--- src/pkg/nvsec_pkg.sv ---
// Constants and types shared by the option-load and backdoor-key security block.
// ****************************************************************************
// ****************************************************************************
package nvsec_pkg;

  // ****************************************************************************
  // Register map.
  // ****************************************************************************
  localparam logic [15:0] NVSEC_OPTION_WORKING_ADDR = 16'h1821;
  localparam logic [15:0] NVSEC_FLASH_CONFIG_ADDR = 16'h1823;
  localparam logic [15:0] NVSEC_PROTECTION_WORKING_ADDR = 16'h1824;
  localparam logic [15:0] NVSEC_KEY_ENTRY_ADDR = 16'h1830;
  localparam logic [15:0] NVSEC_STATUS_ADDR = 16'h1831;
  localparam logic [15:0] NVSEC_BACKDOOR_KEY_ADDR = 16'hFFB0;
  localparam logic [15:0] NVSEC_STORED_PROTECTION_ADDR = 16'hFFBD;
  localparam logic [15:0] NVSEC_STORED_OPTIONS_ADDR = 16'hFFBF;

  // ****************************************************************************
  // Field positions and values.
  // ****************************************************************************
  localparam int NVSEC_KEY_ENABLE_BIT = 7;
  localparam int NVSEC_KEY_ACCESS_BIT = 5;
  localparam logic [1:0] NVSEC_UNSECURED_CODE = 2'h2;
  localparam logic [7:0] NVSEC_OPTION_VALID_MASK = 8'hC3;
  localparam logic [7:0] NVSEC_PROTECT_VALID_MASK = 8'hF8;
  localparam int NVSEC_KEY_BYTES = 8;
  localparam logic [7:0] NVSEC_CMD_BLANK_CHECK = 8'h05;
  localparam logic [7:0] NVSEC_CMD_MASS_ERASE = 8'h41;
  localparam logic [2:0] NVSEC_LAST_KEY_INDEX = 3'h7;

  // Load sequence states.
  typedef enum logic [1:0] {
    NVSEC_LOAD_PROT,
    NVSEC_LOAD_OPT,
    NVSEC_LOAD_WAIT,
    NVSEC_RUN
  } nvsec_state_type;

endpackage : nvsec_pkg

--- src/hw/nvsec_top.sv ---
// Option and protection load at reset with backdoor key security control.
`timescale 1ns/1ps
`default_nettype none
module nvsec_top
  import nvsec_pkg::*;
(
  input wire logic clk,
  input wire logic rst,
  input wire logic [15:0] reg_addr,
  input wire logic [7:0] reg_wdata,
  input wire logic reg_wr,
  input wire logic reg_rd,
  output logic [7:0] reg_rdata,
  input wire logic exec_secure,
  input wire logic bdm_access,
  output logic nv_rd_req,
  output logic [15:0] nv_rd_addr,
  input wire logic [7:0] nv_rd_data,
  input wire logic nv_rd_valid,
  input wire logic [63:0] stored_key,
  input wire logic flash_cmd_done,
  input wire logic [7:0] flash_cmd_code,
  input wire logic flash_blank,
  output logic load_done,
  output logic secure,
  output logic key_enabled
);

  import nvsec_pkg::*;

  nvsec_state_type state_ff;
  logic [7:0] protection_working_reg_ff;
  logic [7:0] option_working_reg_ff;
  logic key_access_ff;
  logic unlocked_ff;
  logic erased_ff;
  logic [7:0] rdata_ff;
  logic key_failed_ff;
  logic cmp_start;
  logic cmp_byte_valid;
  logic cmp_done;
  logic cmp_match;
  logic backdoor_key_enable;
  logic secure_code;
  logic key_write_ok;

  // A write strobe aimed at one register address.
  function automatic logic wr_hit(input logic [15:0] addr, input logic wr,
                                  input logic [15:0] target);
    return wr && (addr == target);
  endfunction : wr_hit

  // ****************************************************************************
  // Working-register load after reset.
  // ****************************************************************************

  // Protection then option bytes are fetched from the stored area on every reset.
  always_ff @(posedge clk) begin
    if (rst) begin
      state_ff <= NVSEC_LOAD_PROT;
    end else begin
      unique case (state_ff)
        NVSEC_LOAD_PROT: begin
          // The first valid byte on the load link is the protection byte.
          if (nv_rd_valid) begin
            state_ff <= NVSEC_LOAD_OPT;
          end
        end
        NVSEC_LOAD_OPT: begin
          // The second valid byte on the load link is the option byte.
          if (nv_rd_valid) begin
            state_ff <= NVSEC_LOAD_WAIT;
          end
        end
        NVSEC_LOAD_WAIT: begin
          state_ff <= NVSEC_RUN;
        end
        NVSEC_RUN: begin
          state_ff <= NVSEC_RUN;
        end
      endcase
    end
  end

  assign nv_rd_req = (state_ff == NVSEC_LOAD_PROT) || (state_ff == NVSEC_LOAD_OPT);
  assign nv_rd_addr = (state_ff == NVSEC_LOAD_OPT) ? NVSEC_STORED_OPTIONS_ADDR :
                      NVSEC_STORED_PROTECTION_ADDR;
  assign load_done = (state_ff == NVSEC_RUN);

  // Working copies; reset makes them secure until the stored bytes arrive.
  always_ff @(posedge clk) begin
    if (rst) begin
      protection_working_reg_ff <= 8'h00;
      option_working_reg_ff <= 8'h00;
    end else if (nv_rd_valid && state_ff == NVSEC_LOAD_PROT) begin
      protection_working_reg_ff <= nv_rd_data & NVSEC_PROTECT_VALID_MASK;
    end else if (nv_rd_valid && state_ff == NVSEC_LOAD_OPT) begin
      option_working_reg_ff <= nv_rd_data & NVSEC_OPTION_VALID_MASK;
    end
  end

  // ****************************************************************************
  // Security state.
  // ****************************************************************************

  assign backdoor_key_enable = option_working_reg_ff[NVSEC_KEY_ENABLE_BIT];
  assign secure_code = (option_working_reg_ff[1:0] != NVSEC_UNSECURED_CODE);
  assign key_enabled = backdoor_key_enable;

  // Key bytes only count when secure code wrote them, never from debug.
  assign key_write_ok = wr_hit(reg_addr, reg_wr, NVSEC_KEY_ENTRY_ADDR) && key_access_ff
                        && exec_secure && !bdm_access && backdoor_key_enable;
  assign cmp_byte_valid = key_write_ok;
  assign cmp_start = wr_hit(reg_addr, reg_wr, NVSEC_FLASH_CONFIG_ADDR)
                     && reg_wdata[NVSEC_KEY_ACCESS_BIT] && exec_secure && !bdm_access;

  // Key access mode bit in the flash config register, secure code only.
  always_ff @(posedge clk) begin
    if (rst) begin
      key_access_ff <= 1'b0;
    end else if (wr_hit(reg_addr, reg_wr, NVSEC_FLASH_CONFIG_ADDR)) begin
      if (exec_secure && !bdm_access) begin
        key_access_ff <= reg_wdata[NVSEC_KEY_ACCESS_BIT] & backdoor_key_enable;
      end
    end else if (cmp_done) begin
      key_access_ff <= 1'b0;
    end
  end

  nvsec_key_cmp u_cmp (
    .clk(clk),
    .rst(rst),
    .start(cmp_start),
    .byte_valid(cmp_byte_valid),
    .byte_data(reg_wdata),
    .stored_key(stored_key),
    .done(cmp_done),
    .match(cmp_match)
  );

  // A full matching key unlocks until the next reset.
  always_ff @(posedge clk) begin
    if (rst) begin
      unlocked_ff <= 1'b0;
      key_failed_ff <= 1'b0;
    end else if (cmp_done) begin
      if (cmp_match && backdoor_key_enable) begin
        unlocked_ff <= 1'b1;
      end
      key_failed_ff <= !cmp_match;
    end
  end

  // Mass erase followed by a clean blank check releases security.
  always_ff @(posedge clk) begin
    if (rst) begin
      erased_ff <= 1'b0;
    end else if (flash_cmd_done && flash_cmd_code == NVSEC_CMD_MASS_ERASE) begin
      erased_ff <= 1'b1;
    end else if (flash_cmd_done && flash_cmd_code != NVSEC_CMD_BLANK_CHECK) begin
      erased_ff <= 1'b0;
    end
  end

  logic blank_ok_ff;
  always_ff @(posedge clk) begin
    if (rst) begin
      blank_ok_ff <= 1'b0;
    end else if (flash_cmd_done && flash_cmd_code == NVSEC_CMD_BLANK_CHECK
                 && erased_ff && flash_blank) begin
      blank_ok_ff <= 1'b1;
    end
  end

  // Until loaded, memory is treated as secure.
  assign secure = !load_done || (secure_code && !unlocked_ff && !blank_ok_ff);

  // ****************************************************************************
  // Register read port.
  // ****************************************************************************

  always_ff @(posedge clk) begin
    if (rst) begin
      rdata_ff <= 8'h00;
    end else if (reg_rd) begin
      unique case (reg_addr)
        NVSEC_OPTION_WORKING_ADDR: rdata_ff <= option_working_reg_ff;
        NVSEC_FLASH_CONFIG_ADDR: rdata_ff <= {2'h0, key_access_ff, 5'h00};
        NVSEC_PROTECTION_WORKING_ADDR: rdata_ff <= protection_working_reg_ff;
        NVSEC_STATUS_ADDR: rdata_ff <= {4'h0, key_failed_ff, blank_ok_ff, unlocked_ff, secure};
        default: rdata_ff <= 8'h00;
      endcase
    end else begin
      rdata_ff <= 8'h00;
    end
  end

  assign reg_rdata = rdata_ff;

  // ****************************************************************************
  // Checks.
  // ****************************************************************************

  load_prot_a: assert property (@(posedge clk) disable iff (rst)
    state_ff == NVSEC_LOAD_PROT && nv_rd_valid |=>
    protection_working_reg_ff == ($past(nv_rd_data) & NVSEC_PROTECT_VALID_MASK))
    else $error("protection byte not loaded");
  load_opt_a: assert property (@(posedge clk) disable iff (rst)
    state_ff == NVSEC_LOAD_OPT && nv_rd_valid |=>
    option_working_reg_ff == ($past(nv_rd_data) & NVSEC_OPTION_VALID_MASK))
    else $error("option byte not loaded");
  key_gate_a: assert property (@(posedge clk) disable iff (rst)
    $rose(unlocked_ff) |-> backdoor_key_enable && $past(cmp_done))
    else $error("unlock without enabled key");
  key_origin_a: assert property (@(posedge clk) disable iff (rst)
    cmp_byte_valid |-> exec_secure)
    else $error("key byte from non-secure code");
  no_debug_a: assert property (@(posedge clk) disable iff (rst)
    cmp_byte_valid |-> !bdm_access)
    else $error("key byte from debug");
  key_off_a: assert property (@(posedge clk) disable iff (rst)
    !backdoor_key_enable |-> !key_access_ff ##1 !$rose(unlocked_ff))
    else $error("key active while disabled");
  blank_rel_a: assert property (@(posedge clk) disable iff (rst)
    $rose(blank_ok_ff) |-> $past(erased_ff))
    else $error("release without erase");
  unsec_code_a: assert property (@(posedge clk) disable iff (rst)
    load_done && option_working_reg_ff[1:0] == NVSEC_UNSECURED_CODE |-> !secure)
    else $error("unsecured code still secure");
  hold_sec_a: assert property (@(posedge clk) disable iff (rst)
    secure_code && !unlocked_ff && !blank_ok_ff |-> secure)
    else $error("secure memory released");

  // The protection fetch addresses the stored protection byte.
  fetch_prot_a: assert property (@(posedge clk) disable iff (rst)
    state_ff == NVSEC_LOAD_PROT |-> nv_rd_req && nv_rd_addr == NVSEC_STORED_PROTECTION_ADDR)
    else $error("protection fetch address wrong");

  // The option fetch addresses the stored option byte.
  fetch_opt_a: assert property (@(posedge clk) disable iff (rst)
    state_ff == NVSEC_LOAD_OPT |-> nv_rd_req && nv_rd_addr == NVSEC_STORED_OPTIONS_ADDR)
    else $error("option fetch address wrong");

  // Fetching stops once both bytes are in.
  fetch_stop_a: assert property (@(posedge clk) disable iff (rst)
    load_done |-> !nv_rd_req)
    else $error("fetch after load done");

  // Loaded working copies stand unchanged until the next reset.
  load_hold_a: assert property (@(posedge clk) disable iff (rst)
    load_done |=> load_done && $stable(protection_working_reg_ff) && $stable(option_working_reg_ff))
    else $error("working copy changed after load");

  // Memory counts as secure while the load is still running.
  load_secure_a: assert property (@(posedge clk) disable iff (rst)
    !load_done |-> secure)
    else $error("released before load done");

  // Key access opens only for secure code that is not debug.
  access_origin_a: assert property (@(posedge clk) disable iff (rst)
    $rose(key_access_ff) |-> $past(exec_secure) && !$past(bdm_access))
    else $error("key access opened from wrong origin");

  // Key access never stands while the key is disabled.
  access_enable_a: assert property (@(posedge clk) disable iff (rst)
    key_access_ff |-> backdoor_key_enable)
    else $error("key access with key disabled");

  // No key byte counts while the key is disabled.
  key_off_byte_a: assert property (@(posedge clk) disable iff (rst)
    !backdoor_key_enable |-> !cmp_byte_valid)
    else $error("key byte counted while disabled");

  // A finished compare closes key access unless the flash config register is written in the same cycle.
  key_clear_a: assert property (@(posedge clk) disable iff (rst)
    cmp_done && !wr_hit(reg_addr, reg_wr, NVSEC_FLASH_CONFIG_ADDR) |=> !key_access_ff)
    else $error("key access left open");

  // An unlock lasts until reset.
  unlock_hold_a: assert property (@(posedge clk) disable iff (rst)
    unlocked_ff |=> unlocked_ff)
    else $error("unlock lost before reset");

  // An unlock needs a matching compare.
  unlock_match_a: assert property (@(posedge clk) disable iff (rst)
    $rose(unlocked_ff) |-> $past(cmp_match))
    else $error("unlock without match");

  // A failed flag needs a mismatching compare.
  fail_flag_a: assert property (@(posedge clk) disable iff (rst)
    $rose(key_failed_ff) |-> !$past(cmp_match))
    else $error("fail flag without mismatch");

  // The erase record starts only from a mass erase.
  erase_mark_a: assert property (@(posedge clk) disable iff (rst)
    $rose(erased_ff) |-> $past(flash_cmd_done) && $past(flash_cmd_code) == NVSEC_CMD_MASS_ERASE)
    else $error("erase record without mass erase");

  // Release by erase needs a blank check that found the flash blank.
  blank_check_a: assert property (@(posedge clk) disable iff (rst)
    $rose(blank_ok_ff) |-> $past(flash_cmd_code) == NVSEC_CMD_BLANK_CHECK && $past(flash_blank))
    else $error("release without blank check");

  // Release by erase lasts until reset.
  blank_hold_a: assert property (@(posedge clk) disable iff (rst)
    blank_ok_ff |=> blank_ok_ff)
    else $error("erase release lost");

  // Without unlock or erase, the loaded code alone decides security.
  secure_code_a: assert property (@(posedge clk) disable iff (rst)
    load_done && !unlocked_ff && !blank_ok_ff |->
    secure == (option_working_reg_ff[1:0] != NVSEC_UNSECURED_CODE))
    else $error("security not set by code");

  // Memory is open only for a known reason.
  release_a: assert property (@(posedge clk) disable iff (rst)
    !secure |-> load_done && (unlocked_ff || blank_ok_ff || !secure_code))
    else $error("released without cause");

  // Read data stand only in the cycle after a read strobe.
  rd_idle_a: assert property (@(posedge clk) disable iff (rst)
    !$past(reg_rd) |-> reg_rdata == 8'h00)
    else $error("read data outside read cycle");

  // Reading the option working register returns the loaded copy.
  rd_option_a: assert property (@(posedge clk) disable iff (rst)
    $past(reg_rd) && $past(reg_addr) == NVSEC_OPTION_WORKING_ADDR |->
    reg_rdata == $past(option_working_reg_ff))
    else $error("option read wrong");

  // Reading the protection working register returns the loaded copy.
  rd_prot_a: assert property (@(posedge clk) disable iff (rst)
    $past(reg_rd) && $past(reg_addr) == NVSEC_PROTECTION_WORKING_ADDR |->
    reg_rdata == $past(protection_working_reg_ff))
    else $error("protection read wrong");

  // ****************************************************************************
  // Scenario covers.
  // ****************************************************************************

  // Load, unlock, erase release, failed key and erase release with the key off.
  load_seen_c: cover property (@(posedge clk) disable iff (rst) $rose(load_done));
  unlock_seen_c: cover property (@(posedge clk) disable iff (rst) $rose(unlocked_ff));
  blank_seen_c: cover property (@(posedge clk) disable iff (rst) $rose(blank_ok_ff));
  fail_seen_c: cover property (@(posedge clk) disable iff (rst) $rose(key_failed_ff));
  erase_off_c: cover property (@(posedge clk) disable iff (rst)
    $rose(blank_ok_ff) && !backdoor_key_enable);

endmodule : nvsec_top
`default_nettype wire

--- src/hw/nvsec_key_cmp.sv ---
// Byte-serial comparator of entered key bytes against the stored backdoor key.
`timescale 1ns/1ps
`default_nettype none
module nvsec_key_cmp
  import nvsec_pkg::*;
(
  input wire logic clk,
  input wire logic rst,
  input wire logic start,
  input wire logic byte_valid,
  input wire logic [7:0] byte_data,
  input wire logic [63:0] stored_key,
  output logic done,
  output logic match
);

  logic [2:0] index_ff;
  logic ok_ff;
  logic busy_ff;
  logic done_ff;
  logic match_ff;
  logic byte_ok;

  // The entered byte is compared with the stored byte at the same index.
  assign byte_ok = (byte_data == stored_key[{index_ff, 3'h0} +: 8]);

  // Index and running result advance for each accepted byte.
  always_ff @(posedge clk) begin
    if (rst) begin
      index_ff <= 3'h0;
      ok_ff <= 1'b0;
      busy_ff <= 1'b0;
    end else if (start) begin
      index_ff <= 3'h0;
      ok_ff <= 1'b1;
      busy_ff <= 1'b1;
    end else if (busy_ff && byte_valid) begin
      index_ff <= index_ff + 3'h1;
      ok_ff <= ok_ff & byte_ok;
      if (index_ff == NVSEC_LAST_KEY_INDEX) begin
        busy_ff <= 1'b0;
      end
    end
  end

  // One-cycle completion pulse with the overall result.
  always_ff @(posedge clk) begin
    if (rst) begin
      done_ff <= 1'b0;
      match_ff <= 1'b0;
    end else begin
      done_ff <= busy_ff && byte_valid && !start && (index_ff == NVSEC_LAST_KEY_INDEX);
      if (busy_ff && byte_valid && !start && (index_ff == NVSEC_LAST_KEY_INDEX)) begin
        match_ff <= ok_ff & byte_ok;
      end
    end
  end

  assign done = done_ff;
  assign match = match_ff;

endmodule : nvsec_key_cmp
`default_nettype wire

--- config.mk ---
export PLATFORM = sky130hd
export DESIGN_NAME = nvsec_top
export DESIGN_NICKNAME = d
export VERILOG_FILES = /design/src/pkg/nvsec_pkg.sv /design/src/hw/nvsec_top.sv /design/src/hw/nvsec_key_cmp.sv
export SDC_FILE = /design/constraint.sdc
export NUM_CORES = 1
export LEC_CHECK = 0
export BUFFER_PORTS_ARGS = -buffer_cell sky130_fd_sc_hd__clkbuf_2
export CAP_MARGIN = 25
export CORE_UTILIZATION = 43
export CTS_CLUSTER_DIAMETER = 30
export DETAILED_ROUTE_END_ITERATION = 6
export PLACE_DENSITY = 0.87
export SLEW_MARGIN = 5
export SYNTH_ARGS = -nofsm -noshare
export SYNTH_HDL_FRONTEND = slang
export SYNTH_SLANG_ARGS = --single-unit
--- constraint.sdc ---
create_clock -name clk -period 2.2 [get_ports clk]
set_clock_uncertainty 0.2 [all_clocks]
set_input_delay 0.22 -clock clk [delete_from_list [all_inputs] [get_ports clk]]
set_output_delay 0.22 -clock clk [all_outputs]
set_load 0.03 [all_outputs]
* Word level (Yosys, flattened, before mapping) *
Cells that the tools add are included.

storage, ports and cells
  output and inout bits = 28
  word-level logic and storage cells = 96
  bits in registers = 31
  bits of input ports = 113

operators by class
  shifts and indexed selects = 1
  muxes and demuxes = 15
  reduce and logical (&&, ||, !) cells = 44
  add/subtract/negate cells = 1
  bitwise gates (word level) = 4
  equality and inequality tests = 17

operators with widths
  cell                                                   count
  == test 16 x 13 -> 1 bit, second input constant        5
  indexed part select 64 x 7 -> 8 bit                    1
  case mux 8 bit (4 select lines)                        1
  logical AND 1 bit                                      23
  two-way mux 1 bit                                      10
  AND reduction 2 bit                                    5
  == test 8 x 3 -> 1 bit, second input constant          1
  == test 8 x 7 -> 1 bit, second input constant          1
  == test 8 bit                                          1
  inequality test 8 x 3 -> 1 bit, second input constant  1
  nonzero test 2 bit                                     4
  zero test 1 bit                                        6
  two-way mux 2 bit                                      3
  inequality test 2 bit, second input constant           3
  case mux 2 bit (3 select lines)                        1
  OR reduction 2 bit                                     3
  == test 2 bit, second input constant                   2
  adder 3 x 1 -> 3 bit, second input constant            1
  == test 3 bit, second input constant                   1
  bitwise AND 1 bit                                      2
  == test 2 x 1 -> 1 bit, second input constant          1
  zero test 2 bit                                        1
  logical OR 1 bit                                       2
  inequality test 2 x 1 -> 1 bit, second input constant  1
  inverter 1 bit                                         2

* Logic depth before layout (Yosys ltp) *
Gate-level depths: netlist (run 1).

  depth in word-level cells = 9
  gate-level depth with buffers = 8
  depth with buffers taken out = 6

* Modules after synthesis *
From an unflattened synthesis (run 1), not the netlist that was laid out.

unflattened totals
  cells, all modules = 221
  area, all modules = 2,107.0 um^2

by module, submodules not included
  module         instances  area an instance (um^2)  cells an instance
  nvsec_top      1          1,207.4                  135
  nvsec_key_cmp  1          899.6                    86

* Worst setup path after synthesis (run 1) *
Ideal clock, no wire load.

  path kind = register -> register
  start = register u_cmp.index_ff[1]
  end = register u_cmp.match_ff, in the netlist u_cmp.match
  slack = 231 ps
  cell stages (with the launch flop) = 9
  required time = 1,908 ps
  arrival time = 1,676 ps
  cell sequence = dfxtp_1 > buf_6 > buf_6 > mux2i_1 > mux4_1 > xor2_1 > o211ai_1 > nand4b_1 > o32ai_1

between the ends
  word-level cells in the longest chain between the ends = 3
  elaborated cells on any way between the ends = 5
  classes of those cells = eq/ne (2); shift (1); bitwise (1); reduce/logical (1)

RTL lines
  item                                 line                 text
  start, declared                      nvsec_key_cmp.sv:17  logic [2:0] index_ff;
  start signal, assigned               nvsec_key_cmp.sv:38  index_ff <= index_ff + 3'h1;
  indexed part select 64 x 7 -> 8 bit  nvsec_key_cmp.sv:25  assign byte_ok = (byte_data == stored_key[{index_ff, 3'h0} +: 8]);
  == test 8 bit                        nvsec_key_cmp.sv:25
  bitwise AND 1 bit                    nvsec_key_cmp.sv:54  match_ff <= ok_ff & byte_ok;
  end signal, assigned                 nvsec_key_cmp.sv:54
  end, declared                        nvsec_key_cmp.sv:21  logic match_ff;

Several ways; a longest one is shown, not always the timed one.
A chain may end at the register's enable or synchronous reset.

* Final worst setup path (run 1) *
Ends and elaborated chain as after synthesis.

==> run summary, run 1 <==
Share of layout cells above drive strength 1: 0.479
Seq/Total Area, Yosys: 0.287
Global-route usage over all layers: 0.204
CP max FO: 5
Status: finished, final reports clean
Initial Utilization: 0.452
DR DRC count: 0
Hold Crit Class: in2reg
Critical path type: reg2reg
Num rows: 25
CP endpoint kind: flip-flop
Largest net degree at the start of global routing: 25
Via Count: 2239
TritonCTS clock tree: done
Fin nets: 473
Slew @ Worst Pin: 0.545 ns
Initial DRC Count: 64
Dominant synthesized flop cell: dfxtp_1
First-pass GRT wire length: 8310 um
VDD IR-drop max: 0.000276 V
Initial antenna violation count: 0
CTS sink cnt: 31
Clock buffer depth: 2
RSZ-0062 raised after global routing: yes
Post-DP HPWL: 4430 um
GR Overflow Total: 0
Vias in the first global route: 2044
Clock root cell: clkbuf_8
Die height: 72.9 um
Final Slew Violations: 0
CP Data Arrival Time: 2.13 ns
Chip Width: 72.9 um
Synth Register Bits: 31
Pre-CTS setup slack: -0.0483 ns
# Max-Cap Violations: 0
Fin worst setup slack: 0.0674 ns
EDFF count, synth: 0
Port-buffer cells: 124
Layout area overhead: 42.4%
Syn Inst Count: 217
Final Wtd Congestion: 0.743
H-tree Lvls: 2
Skew-Pair Late Insertion Delay: 0.29 ns
Placed cell area: 0.00282 mm2
Final worst path period share: 0.969
Worst slew margin: 0.635
Worst setup SP type: flip-flop
DIE AREA: 0.00531 mm2
Vias per cell: 5.26
# setup viols final: 0
Synth unique cells: 48
Top-Level Pins: 141
Syn Std Cell Area: 0.00216 mm2
Core area: 0.00479 mm2
Routed len/inst: 13.5 um
Clk slew on worst S/H paths: 0.06 ns
Post-Route WL: 5730 um
Fin. Hold Viols: 0
Total CTS buffers: 5
Synthesized area per cell: 9.96 um2
ANT cells: 0
Worst path required time: 2.19 ns
Fin crit period: 2.13 ns
F_max: 469 MHz
Final Cell Area: 0.00308 mm2
DRT Pass-1 Iters: 5
Antenna viol nets, final: 0
Synth Warn #: 0
FFs w/ async S/R, synth: 0
Pleak: 1.42 nW
PwrDens: 473 mW/mm2
final timing paths:
path	start	to	slack, ns	depth (start not counted)
max	u_cmp.index_ff[1]$_SDFFE_PP0P_	u_cmp.match$_SDFFE_PP0P_	0.07	8
min	nv_rd_data[7]	protection_working_reg_ff[7]$_SDFFE_PP0P_	0.003	3
max reg2reg	u_cmp.index_ff[1]$_SDFFE_PP0P_	u_cmp.match$_SDFFE_PP0P_	0.07	8
min reg2reg	erased_ff$_SDFFE_PP0P_	erased_ff$_SDFFE_PP0P_	0.26	2
critical path, cell delays in order, from the launching register on:
cell	delay (ns)
dfxtp_4	0.36
clkbuf_16	0.15
buf_4	0.13
mux2i_1	0.12
mux4_2	0.48
xor2_1	0.14
o211ai_1	0.09
nand4b_1	0.23
o32ai_2	0.13
logic make-up (layout without fill, tap and decap cells):
| group | Yosys count | count (layout) | synth area share |
|---|---|---|---|
| AND/OR/NAND/NOR | 80 | 80 | 0.222 |
| multiplexers | 43 | 43 | 0.268 |
| flip-flops | 31 | 31 | 0.287 |
| buffers and inverters | 27 | 156 | 0.0926 |
| AO/OA/AOI/OAI | 25 | 25 | 0.0874 |
| XOR/XNOR | 7 | 7 | 0.0284 |
| adder cells (fa/ha/maj) | 2 | 2 | 0.0116 |
| other | 2 | 15 | 0.00348 |
area by class of cell:
type | instances | area (um2)
well taps | 67 | 83.8
clock inverters | 2 | 35.0
inverters | 4 | 15.0
repair buffers | 144 | 817
multi-input cells | 172 | 1420
clock buffers | 6 | 82.6
fillers | 398 | 1710
flip-flops and latches | 31 | 627
registers in the layout, summed over array words and instances, names as in the netlist:
name,count
u_cmp.ok_ff,1
option_working_reg_ff,4
u_cmp.index_ff,3
u_cmp.match,1
protection_working_reg_ff,5
erased_ff,1
u_cmp.done,1
key_access_ff,1
u_cmp.busy_ff,1
key_failed_ff,1
blank_ok_ff,1
state_ff,2
reg_rdata,8
unlocked_ff,1
synth_stat cells (2+ instances only):
cell type   n  area, um2
nand2b_1    2       12.5
and3_1      3       18.8
xnor2_1     3       26.3
dfxtp_1    31        621
nor4_4      2       42.5
nor3_1      6       30.0
nand3b_1    3       22.5
a31oi_1     3       18.8
a22oi_1     5       37.5
nand4b_1    3       26.3
a21oi_1     7       35.0
ha_1        2       25.0
and2_1      3       18.8
buf_4      16        120
clkbuf_1    3       11.3
nor4_1      3       18.8
buf_6       3       33.8
nand3_1     4       20.0
mux2i_1    33        330
nand4_1     2       12.5
inv_1       4       15.0
a22oi_2     2       25.0
nor2_1     25       93.8
conb_1      2       7.51
mux4_1      6        158
xor2_1      4       35.0
nand2_1    10       37.5
nor2b_1     4       25.0
mux4_2      4       90.1
metal layers:
metal  share of wire  global-route usage
met5               0                   0
met4           0.023              0.0893
met3           0.054              0.0456
met2            0.54               0.385
met1            0.39               0.215
where the power goes:
| group | switching (mW) | leakage, nW | internal [mW] |
|---|---|---|---|
| Sequential | 0.0133 | 0.253 | 0.575 |
| Clock | 0.210 | 0.0612 | 0.366 |
| Combinational | 0.148 | 1.10 | 0.142 |
cell usage in the layout, fill, tap and decap left out, types with 6 or more instances in the layout:
master	Yosys	final
a21oi_1	7	7
buf_4	16	12
clkbuf_2	0	124
clkbuf_8	0	6
conb_1	2	15
dfxtp_1	31	28
mux2i_1	33	32
nand2_1	10	10
nor2_1	25	25
nor3_1	6	6
stage by stage:
step / utilization / TNS (ns) / power, mW / hold WS, ns / std cells
4_1_cts: 0.624 / 0 / 1.45 / 0.00201 / 421
6_report: 0.643 / 0 / 1.45 / 0.00282 / 426
2_1_floorplan: - / 0 / 0.765 / 0.0987 / 230
3_5_place_dp: 0.588 / -0.0530 / 0.874 / 0.250 / 408
3_3_place_gp: 0.588 / 0 / 0.864 / 0.241 / 408
5_1_grt: 0.643 / -0.101 / 1.50 / 0.0162 / 426
what timing repair did:
item,CTS,global route
pin swaps,0,5
setup endpoints to repair,2,2
endpoints found under the hold margin,5,0
gates resized for setup,2,9
cloned,0,1
setup buffers,0,4
hold buffers,5,0
No activity file was read; power rests on OpenSTA's default activity.
==> run 2: changes to the inputs <==
Settings changed: CORE_UTILIZATION 43 to 42, PLACE_DENSITY 0.87 to 0.85, SYNTH_HIERARCHICAL set to 1.
==> run 2 against run 1 <==
  * The run now ends with negative setup slack left
  * Utilization decreased by 2.7 points
  * Routed wire length fell by 2.0%
  * First-iteration DRC count grew to 2.8 times the previous value
  * Via count down 4.3%
  * Clock-buffer cell count is the same
  * Final cell count down 0.23%
  * Global-route usage decreased by 0.21 points
  * Final area decreased by 4.2%
  * Area after synthesis down 2.5%
  * Fmax is 9.3% lower
  * Register-to-register slack lost 0.22 ns
  * Power is 4.0% lower
  * Critical endpoint is now u_cmp/ok_ff$_SDFFE_PP0P_
  * Largest power group unchanged
  * Highest routed layer unchanged
==> run summary, run 2 <==
Sw frac: 0.251
CP endpoint kind: flip-flop
CTS sink cnt: 31
Fin crit period: 2.35 ns
Largest net degree at the start of global routing: 25
H-tree Lvls: 2
Skew-Pair Late Insertion Delay: 0.27 ns
Vias per cell: 5.04
Antenna viol nets, final: 0
Crit-path cells: mux4_2, mux2i_2, xor2_1, o221ai_2, or4_4, a211oi_2
Post-DP HPWL: 4560 um
VDD IR-drop max: 0.000312 V
DIE AREA: 0.00530 mm2
Clock buffer depth: 2
Synthesized area per cell: 9.53 um2
Slew @ Worst Pin: 0.636 ns
Initial Utilization: 0.440
Final Cell Area: 0.00295 mm2
Clk slew on worst S/H paths: 0.06 ns
Leading cell type in the layout, fill and taps excluded: clkbuf_2
Fin. Hold Viols: 0
F_max: 425 MHz
Slowest cell on crit path: mux4_2
Chip Width: 72.8 um
Num rows: 25
RSZ-0062 raised after global routing: yes
Post-CTS setup buffer count: 0
Pleak: 1.34 nW
CP max FO: 7
Routed len/inst: 13.2 um
Top-Level Pins: 141
Top post-synthesis cells by area: dfxtp_1 (29%), mux2i_1 (16%), mux4_2 (7.5%), buf_4 (6.1%), nor2_1 (3.7%)
Cells after DPL: 416
Most frequent cell after synthesis: mux2i_1
Hold Crit Class: in2reg
Cell Count, Final, Fillers Out: 425
# setup viols final: 2
Final Wtd Congestion: 0.796
Clk network pwr share: 0.377
PwrDens: 474 mW/mm2
Filler cell count: 409
Synth Warn #: 6
DRT Pass-1 Iters: 4
TritonCTS clock tree: done
Max reg flops: 8
Vias in the first global route: 1956
Via Count: 2142
Register share of total power: 0.421
Clock root cell: clkbuf_8
Initial antenna violation count: 0
Layout area overhead: 39.8%
Sw Pwr: 0.351 mW
Critical path type: reg2reg
Die height: 72.8 um
Synth unique cells: 49
CP Data Arrival Time: 2.35 ns
Final Slew Violations: 0
Initial DRC Count: 176
Global-route usage over all layers: 0.202
Fin worst setup slack: -0.152 ns
Failing checks: negative setup slack
Pre-CTS setup slack: -0.258 ns
Port-buffer cells: 124
Most frequent cells in the layout: clkbuf_2 (124), mux2i_1 (31), dfxtp_1 (30)
Synth Register Bits: 31
Seq/Total Area, Yosys: 0.295
Status: finished, violations left
Share of layout cells above drive strength 1: 0.478
FFs w/ async S/R, synth: 0
Total CTS buffers: 5
Post-Route WL: 5620 um
Fin nets: 473
Placed cell area: 0.00280 mm2
Synth cell count leaders: mux2i_1 (33), dfxtp_1 (31), nor2_1 (21)
GR Overflow Total: 0
# Max-Cap Violations: 0
Cell-internal power: 1.05 mW
Slowest stage delay, CP: 0.52 ns
Final worst path period share: 1.07
Worst path required time: 2.20 ns
Synth top area share: 0.295
Core area: 0.00479 mm2
DR DRC count: 0
Worst setup SP type: flip-flop
EDFF count, synth: 0
Worst slew margin: 0.570
First-pass GRT wire length: 8300 um
Design Power: 1.40 mW
Setup tns final: -0.276 ns
ANT cells: 0
Dominant synthesized flop cell: dfxtp_1
Area leader, netlist: dfxtp_1
Syn Std Cell Area: 0.00211 mm2
Power share of the combinational group: 0.202
Syn Inst Count: 221
[run 2: power by group through the flow]
stage          sequential, mW  combinational [mW]  clock [mW]
6_report                0.587               0.283       0.527
5_1_grt                 0.588               0.305       0.558
4_1_cts                 0.587               0.281       0.533
3_5_place_dp            0.600               0.274           0
3_3_place_gp            0.599               0.265           0
2_1_floorplan           0.600               0.159           0
[run 2: per-stage QoR]
stage / util / hold WS (ns)
floorplan: - / 0.0846
global placement: 0.585 / 0.219
detailed placement: 0.585 / 0.225
CTS: 0.614 / 0.00482
global route: 0.616 / 0.00256
finish: 0.616 / 0.00370
[run 2: kinds of logic (layout without fill, tap and decap cells)]
logic type	Yosys count	count (layout)	synth area share
muxes	41	41	0.244
and+or+nand+nor	79	79	0.219
adders and majority gates	2	2	0.0119
DFF	31	31	0.295
buffers and inverters	29	153	0.0980
AOI/OAI and AO/OA	31	31	0.104
xor gates and xnor gates	6	6	0.0249
other	2	15	0.00356
[run 2: cell type report]
| class | instances | area, um2 | share of cell area |
|---|---|---|---|
| tap | 67 | 83.8 | 0.0285 |
| clock inverter | 1 | 30.0 | 0.0102 |
| multi-input combinational | 174 | 1350 | 0.459 |
| clock buffer | 6 | 72.6 | 0.0246 |
| sequential | 31 | 624 | 0.212 |
| inverter | 5 | 18.8 | 0.00637 |
| timing repair buffer | 141 | 764 | 0.259 |
[run 2: critical path: cells and delay by family, from the launching register on]
kind             cells  cell delay, ns
multiplexers         2            0.71
AND/OR/NAND/NOR      1            0.44
flip-flops           1            0.42
AO/OA/AOI/OAI        2            0.30
XOR/XNOR             1            0.20
[run 2: timing repair]
action	in CTS	in global routing
endpoints found under the hold margin	2	0
setup endpoints to repair	2	2
hold buffers	2	0
pin swaps	3	1
resized for setup	6	3
[run 2: worst paths after layout]
check / startpoint / slack, ns / cells past startpoint / end
setup / recovery: u_cmp/index_ff[0]$_SDFFE_PP0P_ / -0.15 / 6 / u_cmp/ok_ff$_SDFFE_PP0P_
hold / removal: nv_rd_data[6] / 0.004 / 3 / option_working_reg_ff[6]$_SDFFE_PP0P_
setup reg to reg: u_cmp/index_ff[0]$_SDFFE_PP0P_ / -0.15 / 6 / u_cmp/ok_ff$_SDFFE_PP0P_
hold reg to reg: protection_working_reg_ff[4]$_SDFFE_PP0P_ / 0.24 / 2 / reg_rdata[4]$_SDFF_PP0_
[run 2: routing by layer]
metal | GRT usage | vias up | part of all wire
met3 | 0.0359 | 12 | 0.050
li1 | - | 1067 | -
met1 | 0.235 | 983 | 0.40
met4 | 0.0523 | 0 | 0.014
met2 | 0.379 | 80 | 0.53
met5 | 0 | - | 0
